File: src/rtl/mdi_pkg.sv
package mdi_pkg;

  // ----------------------------------------------------------------
  // Register map, byte addresses on the AXI4-Lite port
  // ----------------------------------------------------------------
  localparam logic [31:0] MDI_OFS_RAW = 32'h0000_0000;
  localparam logic [31:0] MDI_OFS_MASKED = 32'h0000_0004;
  localparam logic [31:0] MDI_OFS_EN_SET = 32'h0000_0008;
  localparam logic [31:0] MDI_OFS_EN_CLR = 32'h0000_000C;

  // ----------------------------------------------------------------
  // Field positions and reset values
  // ----------------------------------------------------------------
  localparam int MDI_SLOT_LSB = 0;
  localparam int MDI_NUM_SLOTS = 2;
  localparam int MDI_DATA_W = 32;
  localparam int MDI_ADDR_W = 32;
  localparam logic [31:0] MDI_RST_RAW = 32'h0000_0000;
  localparam logic [31:0] MDI_RST_EN = 32'h0000_0000;

  // ----------------------------------------------------------------
  // Bus answer codes
  // ----------------------------------------------------------------
  localparam logic [1:0] MDI_RESP_OKAY = 2'h0;
  localparam logic [1:0] MDI_RESP_SLVERR = 2'h2;

  // ----------------------------------------------------------------
  // AXI4-Lite carriers
  // ----------------------------------------------------------------
  typedef struct packed {
    logic awvalid;
    logic [MDI_ADDR_W-1:0] awaddr;
    logic [2:0] awprot;
    logic wvalid;
    logic [MDI_DATA_W-1:0] wdata;
    logic [3:0] wstrb;
    logic bready;
    logic arvalid;
    logic [MDI_ADDR_W-1:0] araddr;
    logic [2:0] arprot;
    logic rready;
  } mdi_axil_req_s;

  typedef struct packed {
    logic awready;
    logic wready;
    logic bvalid;
    logic [1:0] bresp;
    logic arready;
    logic rvalid;
    logic [MDI_DATA_W-1:0] rdata;
    logic [1:0] rresp;
  } mdi_axil_rsp_s;

endpackage

File: src/rtl/mdi_cmd_done_irq.sv
`timescale 1ns/100ps

// Function
// - Slot completion sets raw bit 1-0
// - Write one clears raw bit, zero keeps
// - Masked bit equals raw and enable
// - Write one to masked clears event
// - Enable-set one enables that slot
// - Zero enable keeps masked bit low
// - Enable-set zeros leave enables unchanged
// - Enable bits map one-to-one to slots
// - Enable-clear one disables, zero ignored
// - Completion is busy bit falling edge
module mdi_cmd_done_irq #(
  parameter int NUM_SLOTS = mdi_pkg::MDI_NUM_SLOTS
) (
  input wire logic i_core_clk,
  input wire logic i_srst,
  input wire mdi_pkg::mdi_axil_req_s i_axil,
  output mdi_pkg::mdi_axil_rsp_s o_axil,
  input wire logic [NUM_SLOTS-1:0] i_slot_busy,
  output logic [NUM_SLOTS-1:0] o_cmd_done_masked,
  output logic o_irq
);
  import mdi_pkg::*;

  // ----------------------------------------------------------------
  // Elaboration check
  // ----------------------------------------------------------------
  // Slot bits must fit within one data word
  if (NUM_SLOTS < 1 || NUM_SLOTS > MDI_DATA_W) begin : g_bad_slots
    $error("NUM_SLOTS must lie between 1 and 32");
  end

  // ----------------------------------------------------------------
  // Declarations
  // ----------------------------------------------------------------
  // Bus stage registers
  logic awready_q;
  logic wready_q;
  logic bvalid_q;
  logic [1:0] bresp_q;
  logic arready_q;
  logic rvalid_q;
  logic [MDI_DATA_W-1:0] rdata_q;
  logic [1:0] rresp_q;
  logic aw_have_q;
  logic [MDI_ADDR_W-1:0] awaddr_q;
  logic w_have_q;
  logic [MDI_DATA_W-1:0] wdata_q;
  logic [3:0] wstrb_q;
  // Handshake and write decode strobes
  logic aw_take;
  logic w_take;
  logic ar_take;
  logic wr_do;
  logic wr_hit;
  logic [NUM_SLOTS-1:0] wr_bits;
  logic [NUM_SLOTS-1:0] raw_clr;
  logic [NUM_SLOTS-1:0] en_set;
  logic [NUM_SLOTS-1:0] en_clr;
  // Slot history, status and enable state
  logic [NUM_SLOTS-1:0] busy_q;
  logic [NUM_SLOTS-1:0] done_evt;
  logic [NUM_SLOTS-1:0] raw_q;
  logic [NUM_SLOTS-1:0] raw_d;
  logic [NUM_SLOTS-1:0] en_q;
  logic [NUM_SLOTS-1:0] en_d;
  logic [NUM_SLOTS-1:0] masked_q;
  logic irq_q;
  // Read word before capture
  logic [MDI_DATA_W-1:0] rd_word;
  logic rd_hit;

  // ----------------------------------------------------------------
  // Bus handshakes
  // ----------------------------------------------------------------
  // Items move where valid meets ready
  assign aw_take = i_axil.awvalid & awready_q;
  assign w_take = i_axil.wvalid & wready_q;
  assign ar_take = i_axil.arvalid & arready_q;
  // Write runs once address and data are both held
  assign wr_do = aw_have_q & w_have_q & ~bvalid_q;

  // Write address ready, one-cycle pulse per request
  always_ff @(posedge i_core_clk) begin
    if (i_srst) begin
      awready_q <= 1'b0;
    end else begin
      awready_q <= i_axil.awvalid & ~awready_q & ~aw_have_q & ~bvalid_q;
    end
  end

  // Write data ready, one-cycle pulse per request
  always_ff @(posedge i_core_clk) begin
    if (i_srst) begin
      wready_q <= 1'b0;
    end else begin
      wready_q <= i_axil.wvalid & ~wready_q & ~w_have_q & ~bvalid_q;
    end
  end

  // Address holding stage
  always_ff @(posedge i_core_clk) begin
    if (i_srst) begin
      aw_have_q <= 1'b0;
      awaddr_q <= '0;
    end else if (aw_take) begin
      aw_have_q <= 1'b1;
      awaddr_q <= i_axil.awaddr;
    end else if (wr_do) begin
      aw_have_q <= 1'b0;
    end
  end

  // Data holding stage
  always_ff @(posedge i_core_clk) begin
    if (i_srst) begin
      w_have_q <= 1'b0;
      wdata_q <= '0;
      wstrb_q <= '0;
    end else if (w_take) begin
      w_have_q <= 1'b1;
      wdata_q <= i_axil.wdata;
      wstrb_q <= i_axil.wstrb;
    end else if (wr_do) begin
      w_have_q <= 1'b0;
    end
  end

  // Write response, held until bready
  // No new write is accepted while this stands
  always_ff @(posedge i_core_clk) begin
    if (i_srst) begin
      bvalid_q <= 1'b0;
      bresp_q <= MDI_RESP_OKAY;
    end else if (wr_do) begin
      bvalid_q <= 1'b1;
      bresp_q <= wr_hit ? MDI_RESP_OKAY : MDI_RESP_SLVERR;
    end else if (bvalid_q && i_axil.bready) begin
      bvalid_q <= 1'b0;
    end
  end

  // Read address ready, one-cycle pulse per request
  always_ff @(posedge i_core_clk) begin
    if (i_srst) begin
      arready_q <= 1'b0;
    end else begin
      arready_q <= i_axil.arvalid & ~arready_q & ~rvalid_q;
    end
  end

  // Read data, captured at address hand-off, held until rready
  // Address decode is sampled on the hand-off edge
  always_ff @(posedge i_core_clk) begin
    if (i_srst) begin
      rvalid_q <= 1'b0;
      rdata_q <= '0;
      rresp_q <= MDI_RESP_OKAY;
    end else if (ar_take) begin
      rvalid_q <= 1'b1;
      rdata_q <= rd_word;
      rresp_q <= rd_hit ? MDI_RESP_OKAY : MDI_RESP_SLVERR;
    end else if (rvalid_q && i_axil.rready) begin
      rvalid_q <= 1'b0;
    end
  end

  // ----------------------------------------------------------------
  // Write decode
  // ----------------------------------------------------------------
  // Slot bits sit in byte lane 0 only
  always_comb begin
    wr_bits = wstrb_q[0] ? wdata_q[MDI_SLOT_LSB +: NUM_SLOTS] : '0;
    raw_clr = '0;
    en_set = '0;
    en_clr = '0;
    wr_hit = 1'b1;
    case (awaddr_q)
      MDI_OFS_RAW: begin
        raw_clr = wr_bits;
      end
      MDI_OFS_MASKED: begin
        raw_clr = wr_bits;
      end
      MDI_OFS_EN_SET: begin
        en_set = wr_bits;
      end
      MDI_OFS_EN_CLR: begin
        en_clr = wr_bits;
      end
      default: begin
        wr_hit = 1'b0;
      end
    endcase
    // Nothing lands outside the write edge
    if (!wr_do) begin
      raw_clr = '0;
      en_set = '0;
      en_clr = '0;
    end
  end

  // ----------------------------------------------------------------
  // Completion events
  // ----------------------------------------------------------------
  // Busy level of each slot, previous cycle
  // Cleared history: a slot busy across reset still reports
  always_ff @(posedge i_core_clk) begin
    if (i_srst) begin
      busy_q <= '0;
    end else begin
      busy_q <= i_slot_busy;
    end
  end

  // Busy falling edge marks a finished command
  assign done_evt = busy_q & ~i_slot_busy;

  // ----------------------------------------------------------------
  // Status and enable state
  // ----------------------------------------------------------------
  // Per-slot next values, same bit order everywhere
  for (genvar s = 0; s < NUM_SLOTS; s++) begin : g_slot
    always_comb begin
      raw_d[s] = (raw_q[s] & ~raw_clr[s]) | done_evt[s];
      en_d[s] = (en_q[s] & ~en_clr[s]) | en_set[s];
    end
  end

  // Sticky raw completion bits
  // Event wins over a clear in the same cycle
  always_ff @(posedge i_core_clk) begin
    if (i_srst) begin
      raw_q <= MDI_RST_RAW[NUM_SLOTS-1:0];
    end else begin
      raw_q <= raw_d;
    end
  end

  // Enable mask
  always_ff @(posedge i_core_clk) begin
    if (i_srst) begin
      en_q <= MDI_RST_EN[NUM_SLOTS-1:0];
    end else begin
      en_q <= en_d;
    end
  end

  // Masked bits and interrupt line
  // Built from next values so pins track the registers
  always_ff @(posedge i_core_clk) begin
    if (i_srst) begin
      masked_q <= '0;
      irq_q <= 1'b0;
    end else begin
      masked_q <= raw_d & en_d;
      irq_q <= |(raw_d & en_d);
    end
  end

  // ----------------------------------------------------------------
  // Read decode
  // ----------------------------------------------------------------
  // Unused upper bits stay zero
  // Misaligned or unknown addresses answer with an error
  always_comb begin
    rd_word = '0;
    rd_hit = 1'b1;
    case (i_axil.araddr)
      MDI_OFS_RAW: begin
        rd_word[MDI_SLOT_LSB +: NUM_SLOTS] = raw_q;
      end
      MDI_OFS_MASKED: begin
        rd_word[MDI_SLOT_LSB +: NUM_SLOTS] = raw_q & en_q;
      end
      MDI_OFS_EN_SET, MDI_OFS_EN_CLR: begin
        rd_word[MDI_SLOT_LSB +: NUM_SLOTS] = en_q;
      end
      default: begin
        rd_hit = 1'b0;
      end
    endcase
  end

  // ----------------------------------------------------------------
  // Outputs
  // ----------------------------------------------------------------
  // Every output comes straight from a flip-flop
  assign o_axil.awready = awready_q;
  assign o_axil.wready = wready_q;
  assign o_axil.bvalid = bvalid_q;
  assign o_axil.bresp = bresp_q;
  assign o_axil.arready = arready_q;
  assign o_axil.rvalid = rvalid_q;
  assign o_axil.rdata = rdata_q;
  assign o_axil.rresp = rresp_q;
  assign o_cmd_done_masked = masked_q;
  assign o_irq = irq_q;

endmodule // mdi_cmd_done_irq

File: config.mk
export PLATFORM = sky130hd
export DESIGN_NAME = mdi_cmd_done_irq
export DESIGN_NICKNAME = d
export VERILOG_FILES = /design/src/rtl/mdi_pkg.sv /design/src/rtl/mdi_cmd_done_irq.sv
export SDC_FILE = /design/constraint.sdc
export NUM_CORES = 1
export LEC_CHECK = 0
export ABC_AREA = 1
export BUFFER_PORTS_ARGS = -buffer_cell sky130_fd_sc_hd__buf_4
export CAP_MARGIN = 20
export CORE_UTILIZATION = 45
export CTS_BUF_LIST = sky130_fd_sc_hd__clkbuf_8
export DETAILED_ROUTE_END_ITERATION = 10
export PLACE_DENSITY_LB_ADDON = 0.1
export SLEW_MARGIN = 10
export SYNTH_ARGS = -nofsm -noshare
export SYNTH_HDL_FRONTEND = slang
export SYNTH_SLANG_ARGS = --single-unit
File: constraint.sdc
create_clock -name i_core_clk -period 3.3 [get_ports i_core_clk]
set_input_delay 0.99 -clock i_core_clk [delete_from_list [all_inputs] [get_ports i_core_clk]]
set_output_delay 0.99 -clock i_core_clk [all_outputs]
set_load 0.01 [all_outputs]
Word level (Yosys, flattened, before mapping):

Cells that the tools add are included.

* input bits: 115
* output and inout port bits: 44
* register bits after elaboration: 57

* muxes and demuxes: 19
* reduce and logical (&&, ||, !) cells: 13
* bitwise gates (word level): 36
* equal/unequal tests: 6

Operators with widths (count)
* == test 32 x 4 -> 1 bit, second input constant: 4
* == test 32 x 3 -> 1 bit, second input constant: 2
* zero test 32 bit: 2
* 2-to-1 mux 2 bit: 9
* AND 1 bit: 17
* inverter 1 bit: 11
* 2-to-1 mux 1 bit: 9
* nonzero test 2 bit: 4
* OR reduction 4 bit: 2
* AND 2 bit: 3
* one-hot mux 2 bit (3 select lines): 1
* OR reduction 2 bit: 3
* bitwise OR 1 bit: 4
* logical AND 1 bit: 2
* inverter 2 bit: 1

Logic depth before layout (Yosys ltp):

Gate-level depths: netlist of the first run.

* word-level depth: 9
* mapped depth: 10
* gate-level depth less buffers: 10

Least setup slack after synthesis of the first run:

OpenSTA, ideal clock, no wires.

* kind: in2reg
* start point: in i_axil[19] (netlist name)
* end point: reg rdata_q[1]
* data required time: 3233 ps
* cell stages on the path: 9
* data arrival time: 1769 ps
* setup time: 67 ps
* setup slack: 1464 ps
* cells stage by stage: nor2_1 nand2_1 nor2_4 nand2_1 a21oi_2 nand2_1 nand3_1 nand2_1 a21oi_2

* word-level cells in the longest chain between the ends: 3

Ends and longest elaborated chain
* from (decl): RTL line mdi_cmd_done_irq.sv:19 `input wire mdi_pkg::mdi_axil_req_s i_axil,`
* == test 32 x 4 -> 1 bit: RTL line mdi_cmd_done_irq.sv:271 `case (i_axil.araddr)`
* OR reduction 2 bit: RTL line mdi_cmd_done_irq.sv:271
* one-hot mux 2 bit (3 select lines) *: RTL line mdi_cmd_done_irq.sv:271
* to (signal assigned): RTL line mdi_cmd_done_irq.sv:163 `rdata_q <= rd_word;`
* to (decl): RTL line mdi_cmd_done_irq.sv:45 `logic [MDI_DATA_W-1:0] rdata_q;`

Mark *: on every way between the ends. The rest lies on a longest branch, timed or not.
A chain may end at the register's enable or synchronous reset.

==> results of run 1 <==
-- sequential cells by signal (all words and copies together) (netlist names) --
signal and count:
o_cmd_done_masked 2, awready_q 1, wready_q 1, raw_q 2, bvalid_q 1, rresp_q 1
awaddr_q 32, wstrb_q 1, wdata_q 2, busy_q 2, o_irq 1, w_have_q 1
arready_q 1, aw_have_q 1, rdata_q 2, en_q 2, rvalid_q 1, bresp_q 1
-- worst max-delay path: stages --
cell,delay (ns)
buf_4,0.17
inv_1,0.34
buf_4,0.34
o21ai_0,0.12
a21oi_1,0.14
-- cell type report --
| cell class | count | area [um^2] | area share |
|---|---|---|---|
| tap | 72 | 90.1 | 0.0277 |
| inverter | 26 | 97.6 | 0.0300 |
| multi-input combinational | 268 | 1190 | 0.368 |
| sequential | 55 | 1100 | 0.339 |
| clock inverter | 2 | 16.3 | 0.00500 |
| timing repair buffer | 89 | 668 | 0.206 |
| clock buffer | 6 | 82.6 | 0.0254 |
-- power by group through the flow --
stage	clock (mW)	combinational (mW)	sequential [mW]
finish	0.391	0.213	0.708
global route	0.437	0.243	0.713
CTS	0.408	0.215	0.709
detailed placement	0	0.214	0.724
global placement	0	0.211	0.723
floorplan	0	0.151	0.721
-- worst min path at each step --
| stage | slack [ns] | start | end |
|---|---|---|---|
| after global placement | 0.43 | arready_q$_SDFF_PP0_ | arready_q$_SDFF_PP0_ |
| after floorplan | 0.42 | arready_q$_SDFF_PP0_ | arready_q$_SDFF_PP0_ |
| after detailed placement | 0.44 | rvalid_q$_SDFFE_PP0P_ | arready_q$_SDFF_PP0_ |
| after global routing | 0.47 | arready_q$_SDFF_PP0_ | arready_q$_SDFF_PP0_ |
| final | 0.45 | rvalid_q$_SDFFE_PP0P_ | arready_q$_SDFF_PP0_ |
| after CTS | 0.46 | rvalid_q$_SDFFE_PP0P_ | arready_q$_SDFF_PP0_ |
-- through the flow --
stage / instance area (um^2) / total power [mW] / hold WS (ns) / std cells
after detailed placement: 3150 / 0.938 / 0.442 / 510
after floorplan: 2720 / 0.871 / 0.418 / 397
final: 3250 / 1.31 / 0.449 / 518
after global routing: 3250 / 1.39 / 0.471 / 518
after global placement: 3150 / 0.934 / 0.430 / 510
after CTS: 3250 / 1.33 / 0.455 / 518
-- cell usage after synthesis (all sizes together) --
cell    count
buf        40
nor3        6
nor2b       1
nand2      51
clkbuf      8
dfxtp      55
nor2       96
inv        26
nor4        2
conb        1
a21oi      23
nand3      13
nand3b      3
o21ai      37
nand4       4
-- logic make-up after synthesis --
group / synth area share
flops: 0.423
other cells: 0.00144
buf+inv: 0.162
simple gates: 0.294
compound gates: 0.120
-- per-layer routing --
metal	global-route usage	part of all wire
met5	0	0
met4	0.0722	0.0079
met1	0.223	0.45
met2	0.296	0.46
met3	0.0523	0.079
==> metrics.md, run 1 <==
| Metric | Value |
|---|---|
| Outcome | `finished clean` |
| WP data required | `3.54 ns` |
| Max-slew violations | `0` |
| PD cells | `404 nW/um^2` |
| Slack of the critical path | `1.41 ns` |
| Synth top area share | `0.423` |
| Flop pwr share | `0.540` |
| I/O pins | `159` |
| Hold Crit Class | `flip-flop to flip-flop` |
| Starting density of the core | `0.469` |
| Post-CTS Resized | `0` |
| Row count | `27` |
| First-pass GRT wire length | `8.62 mm` |
| Clock sinks | `55` |
| Max VDD drop | `0.000222 V` |
| Most frequent cells in the layout | `nor2_1, buf_4, dfxtp_1, nand2_1, o21ai_0` |
| Fmax | `0.530 GHz` |
| Post-synthesis sequential area ratio | `0.423` |
| # diodes | `0` |
| Vias per Instance | `4.52` |
| Iter 0 DRT Violations | `94` |
| ANT nets after route | `0` |
| Final setup viols | `0` |
| IO buf count | `87` |
| Final clock skew | `0.0105 ns` |
| Routed via count | `2340` |
| Comb power frac | `0.162` |
| CTS root buf | `clkbuf_8` |
| Critical Path End | `awaddr_q[7]$_SDFFE_PP0P_` |
| Insertion delay to the later sink of the worst-skew pair | `0.31 ns` |
| H-Tree Depth | `2` |
| Largest net degree at the start of global routing | `42` |
| Chip height | `78.0 um` |
| Reg2Reg Capture Point | `o_irq$_SDFF_PP0_` |
| FF-to-FF Start | `awaddr_q[14]$_SDFFE_PP0P_` |
| Final Util | `0.587` |
| Initial antenna violation count | `0` |
| Sw Ratio | `0.262` |
| Worst Setup Start Kind | `input pin` |
| Clock power share | `0.298` |
| WS Path Type | `input pin to flip-flop` |
| Core ar. | `5540 um^2` |
| Pre-antenna DRT Iters | `4` |
| Most area-consuming cells after synthesis | `dfxtp_1, nor2_1, buf_4` |
| Total GRT Usage | `0.181` |
| Fin crit period | `1.89 ns` |
| Syn_area_per_cell | `7.10 um^2` |
| CP startpoint | `i_srst` |
| # DRC | `0` |
| Critical Path Fanout Max | `27` |
| Synth Instances | `366` |
| Clock transition at path regs | `0.09 ns` |
| HPWL after DPL | `3.96 mm` |
| NetSw | `343 uW` |
| Vias in the first global route | `1999` |
| Area Growth Syn to Fin | `25.0%` |
| Reg2reg path depth | `9` |
| CTS Buf Count | `5` |
| Worst path arrival time | `2.12 ns` |
| Final wirelength | `5.33 mm` |
| Period utilization | `0.572` |
| FF+latch count, synth | `55` |
| Clock Path Buffers | `2` |
| DR WL/cell | `10.3 um` |
| Die area | `6090 um^2` |
| Synth unique cells | `21` |
| Hold Vio Cnt, Final | `0` |
| P_int | `969 uW` |
| RSZ-0062 raised after global routing | `no` |
| Pleak | `1.50 nW` |
| Max cap viols | `0` |
| Post-CTS setup buffers | `0` |
| Gpl congestion | `0.750` |
| TritonCTS clock tree | `done` |
| Layout fillers | `549` |
| Post-Syn Area | `2600 um^2` |
| Endpoint type of the worst setup path | `flip-flop` |
| Post-Place Worst Slack | `1.07 ns` |
| Worst slew pin tran | `0.737 ns` |
| Setup TNS | `0 ns` |
| Die width | `78.0 um` |
| Total gr overflow | `0` |
| Warnings, synthesis | `0` |
| Layout cells sized above 1 | `0.251` |
| Flop-to-flop setup slack | `1.91 ns` |
| Nets | `560` |
| Number of buffers inserted by hold repair at cts | `0` |
| Relative slew slack | `0.508` |
| Hold path cells | `1` |
| Cell taking the most area after synthesis | `dfxtp_1` |
(Power assumes the default switching activity.)
==> inputs of run 2 (changes only) <==
- CORE_UTILIZATION: 45 -> 40
- clock period: 3.3 -> 1.55 ns (I/O delays scaled with it)
==> run 2 against run 1 <==
- register-to-register slack worse by 1.7 ns
- design area increased by 1.0%
- clock skew rose by 0.0028 ns
- global-route usage down 2.6 points
- critical endpoint is now o_irq$_SDFF_PP0_
- critical path type is now flip-flop to flip-flop
- via count decreased by 0.38%
- cell count up 1.2%
==> metrics.md, run 2 (synthesis gave the netlist of run 1 again) <==
| Metric | Value |
|---|---|
| Die area | `6830 um^2 (was 6090 um^2)` |
| Endpoint type of the worst setup path | `flip-flop (unchanged)` |
| Hold Crit Class | `input pin to flip-flop (was flip-flop to flip-flop)` |
| Max VDD drop | `0.000639 V (was 0.000222 V)` |
| Worst-path cell chain | `nor2_1 -> nand3_1 -> nor2_2 -> nor2b_4 -> nand3_1 -> nand2_1 -> nand2_1 -> nand3_2 -> nand2_1 (was buf_4 -> inv_1 -> buf_4 -> o21ai_0 -> a21oi_1)` |
| Number of buffers inserted by hold repair at cts | `0 (unchanged)` |
| Final wirelength | `5.26 mm (was 5.33 mm)` |
| Worst path max stage delay | `0.33 ns (was 0.34 ns)` |
| Routed via count | `2331 (was 2340)` |
| # diodes | `0 (unchanged)` |
| DR WL/cell | `10.0 um (was 10.3 um)` |
| Die width | `82.6 um (was 78.0 um)` |
| Hold path cells | `3 (was 1)` |
| Clock transition at path regs | `0.11 ns (was 0.09 ns)` |
| Worst path arrival time | `1.59 ns (was 2.12 ns)` |
| H-Tree Depth | `2 (unchanged)` |
| CTS root buf | `clkbuf_8 (unchanged)` |
| Core ar. | `6310 um^2 (was 5540 um^2)` |
| Pre-antenna DRT Iters | `4 (unchanged)` |
| CTS Buf Count | `5 (unchanged)` |
| HPWL after DPL | `3.81 mm (was 3.96 mm)` |
| Worst Setup Start Kind | `flip-flop (was input pin)` |
| Max cap viols | `0 (unchanged)` |
| Hold EP | `busy_q[1]$_SDFF_PP0_ (was arready_q$_SDFF_PP0_)` |
| # DRC | `0 (unchanged)` |
| Slowest-stage cell, CP | `dfxtp_1 (was inv_1)` |
| Register area | `1100 um^2 (unchanged)` |
| Initial antenna violation count | `0 (unchanged)` |
| Post-DP Area | `3180 um^2 (was 3150 um^2)` |
| Total gr overflow | `0 (unchanged)` |
| IO buf count | `87 (unchanged)` |
| Worst slew pin tran | `0.761 ns (was 0.737 ns)` |
| ANT nets after route | `0 (unchanged)` |
| Vias in the first global route | `1853 (was 1999)` |
| FF-to-FF Start | `awaddr_q[14]$_SDFFE_PP0P_ (unchanged)` |
| Most used cell along the critical path | `nand2_1 (was buf_4)` |
| Biggest register | `awaddr_q (unchanged)` |
| Fmax | `0.731 GHz` |
| Iter 0 DRT Violations | `80 (was 94)` |
| Total chip power | `2.80 mW (was 1.31 mW)` |
| Delay-heaviest family, CP | `simple AND/OR/NAND/NOR gates (was buffers and inverters)` |
| Vias per Instance | `4.45 (was 4.52)` |
| RSZ-0062 raised after global routing | `no (unchanged)` |
| WS Path Type | `flip-flop to flip-flop (was input pin to flip-flop)` |
| First-pass GRT wire length | `8.07 mm (was 8.62 mm)` |
| Most frequent cells in the layout | `buf_4, nor2_1, dfxtp_1, nand2_1, o21ai_0 (was nor2_1, buf_4, dfxtp_1, nand2_1, o21ai_0)` |
| I/O pins | `159 (unchanged)` |
| Chip height | `82.6 um (was 78.0 um)` |
| Relative slew slack | `0.492 (was 0.508)` |
| Period utilization | `0.883` |
| Nets | `561 (was 560)` |
| Flop-to-flop setup slack | `0.18 ns (was 1.91 ns)` |
| Multi-input gate area | `1200 um^2 (was 1190 um^2)` |
| Clock Path Buffers | `2 (unchanged)` |
| Critical Path Fanout Max | `5 (was 27)` |
| Reg2reg path depth | `9 (unchanged)` |
| Fin crit period | `1.37 ns` |
| Area Growth Syn to Fin | `26.3% (was 25.0%)` |
| Pleak | `1.51 nW (was 1.50 nW)` |
| Insertion delay to the later sink of the worst-skew pair | `0.32 ns (was 0.31 ns)` |
| Most common cell after layout, fill and taps aside | `buf_4` |
| Final setup viols | `0 (unchanged)` |
| WP buf/inv | `0 (was 3)` |
| Starting density of the core | `0.412 (was 0.469)` |
| PD cells | `853 nW/um^2 (was 404 nW/um^2)` |
| Largest net degree at the start of global routing | `43 (was 42)` |
| Row count | `29 (was 27)` |
| Layout fillers | `658 (was 549)` |
| Max-slew violations | `0 (unchanged)` |
| Clock sinks | `55 (unchanged)` |
| Post-CTS setup buffers | `0 (unchanged)` |
| Largest register FFs | `32 (unchanged)` |
| Gpl congestion | `0.693 (was 0.750)` |
| TritonCTS clock tree | `done (unchanged)` |
| Reg2Reg Capture Point | `o_irq$_SDFF_PP0_ (unchanged)` |
| Min-delay src | `i_slot_busy[1] (was rvalid_q$_SDFFE_PP0P_)` |
| Design area | `3280 um^2 (was 3250 um^2)` |
| Total GRT Usage | `0.154 (was 0.181)` |
| Outcome | `finished clean (unchanged)` |
| Hold Vio Cnt, Final | `0 (unchanged)` |
| Layout cells sized above 1 | `0.257 (was 0.251)` |
| Final clock skew | `0.0134 ns (was 0.0105 ns)` |
| WP data required | `1.77 ns (was 3.54 ns)` |
## run 2: timing repair
| item | in CTS | in global routing |
|---|---|---|
| setup endpoints to repair | 0 | 1 |
| resized for setup | 0 | 2 |
| hold endpoints to repair | 0 | 0 |
## run 2: cell type report
type	count	share of cell area
tap	77	0.0293
multi-input combinational	268	0.366
sequential	55	0.335
clock inverter	3	0.00877
timing repair buffer	90	0.210
inverter	26	0.0297
clock buffer	5	0.0210
## run 2: worst max-delay path by stage
stage                                          from                      end  cells after the start
final                     awaddr_q[14]$_SDFFE_PP0P_         o_irq$_SDFF_PP0_                      9
after global routing       awaddr_q[0]$_SDFFE_PP0P_         o_irq$_SDFF_PP0_                      9
after CTS                 awaddr_q[14]$_SDFFE_PP0P_         o_irq$_SDFF_PP0_                      9
after detailed placement                 i_axil[31]  rdata_q[0]$_SDFFE_PP0P_                     10
after global placement                   i_axil[31]  rdata_q[0]$_SDFFE_PP0P_                     10
after floorplan                          i_axil[19]  rdata_q[1]$_SDFFE_PP0P_                      9
## run 2: per-stage QoR
step	setup WS (ns)	hold WS [ns]	setup TNS, ns	utilization	instances
5_1_grt	0.0119	0.379	0	0.520	524
2_1_floorplan	0.239	0.418	0	-	397
3_3_place_gp	-0.00466	0.436	-0.00749	0.503	516
6_report	0.181	0.368	0	0.520	524
3_5_place_dp	0.00978	0.442	0	0.503	516
4_1_cts	0.146	0.366	0	0.519	524
## run 2: where the power goes
part | switching (mW) | internal (mW)
combinational | 0.235 | 0.227
sequential | 0.0315 | 1.48
clock | 0.495 | 0.336
## run 2: worst reg2reg max path: cells and delay by family (launching register included)
family	cells	cell delay [ns]
AND/OR/NAND/NOR	9	0.94
flip-flops	1	0.33
## run 2: metal layers
| layer | vias to the layer above | GRT usage | part of all wire |
|---|---|---|---|
| met2 | 84 | 0.243 | 0.43 |
| li1 | 1251 | - | - |
| met5 | - | 0 | 0 |
| met4 | 0 | 0.0362 | 0.0068 |
| met3 | 4 | 0.0451 | 0.086 |
| met1 | 992 | 0.207 | 0.48 |
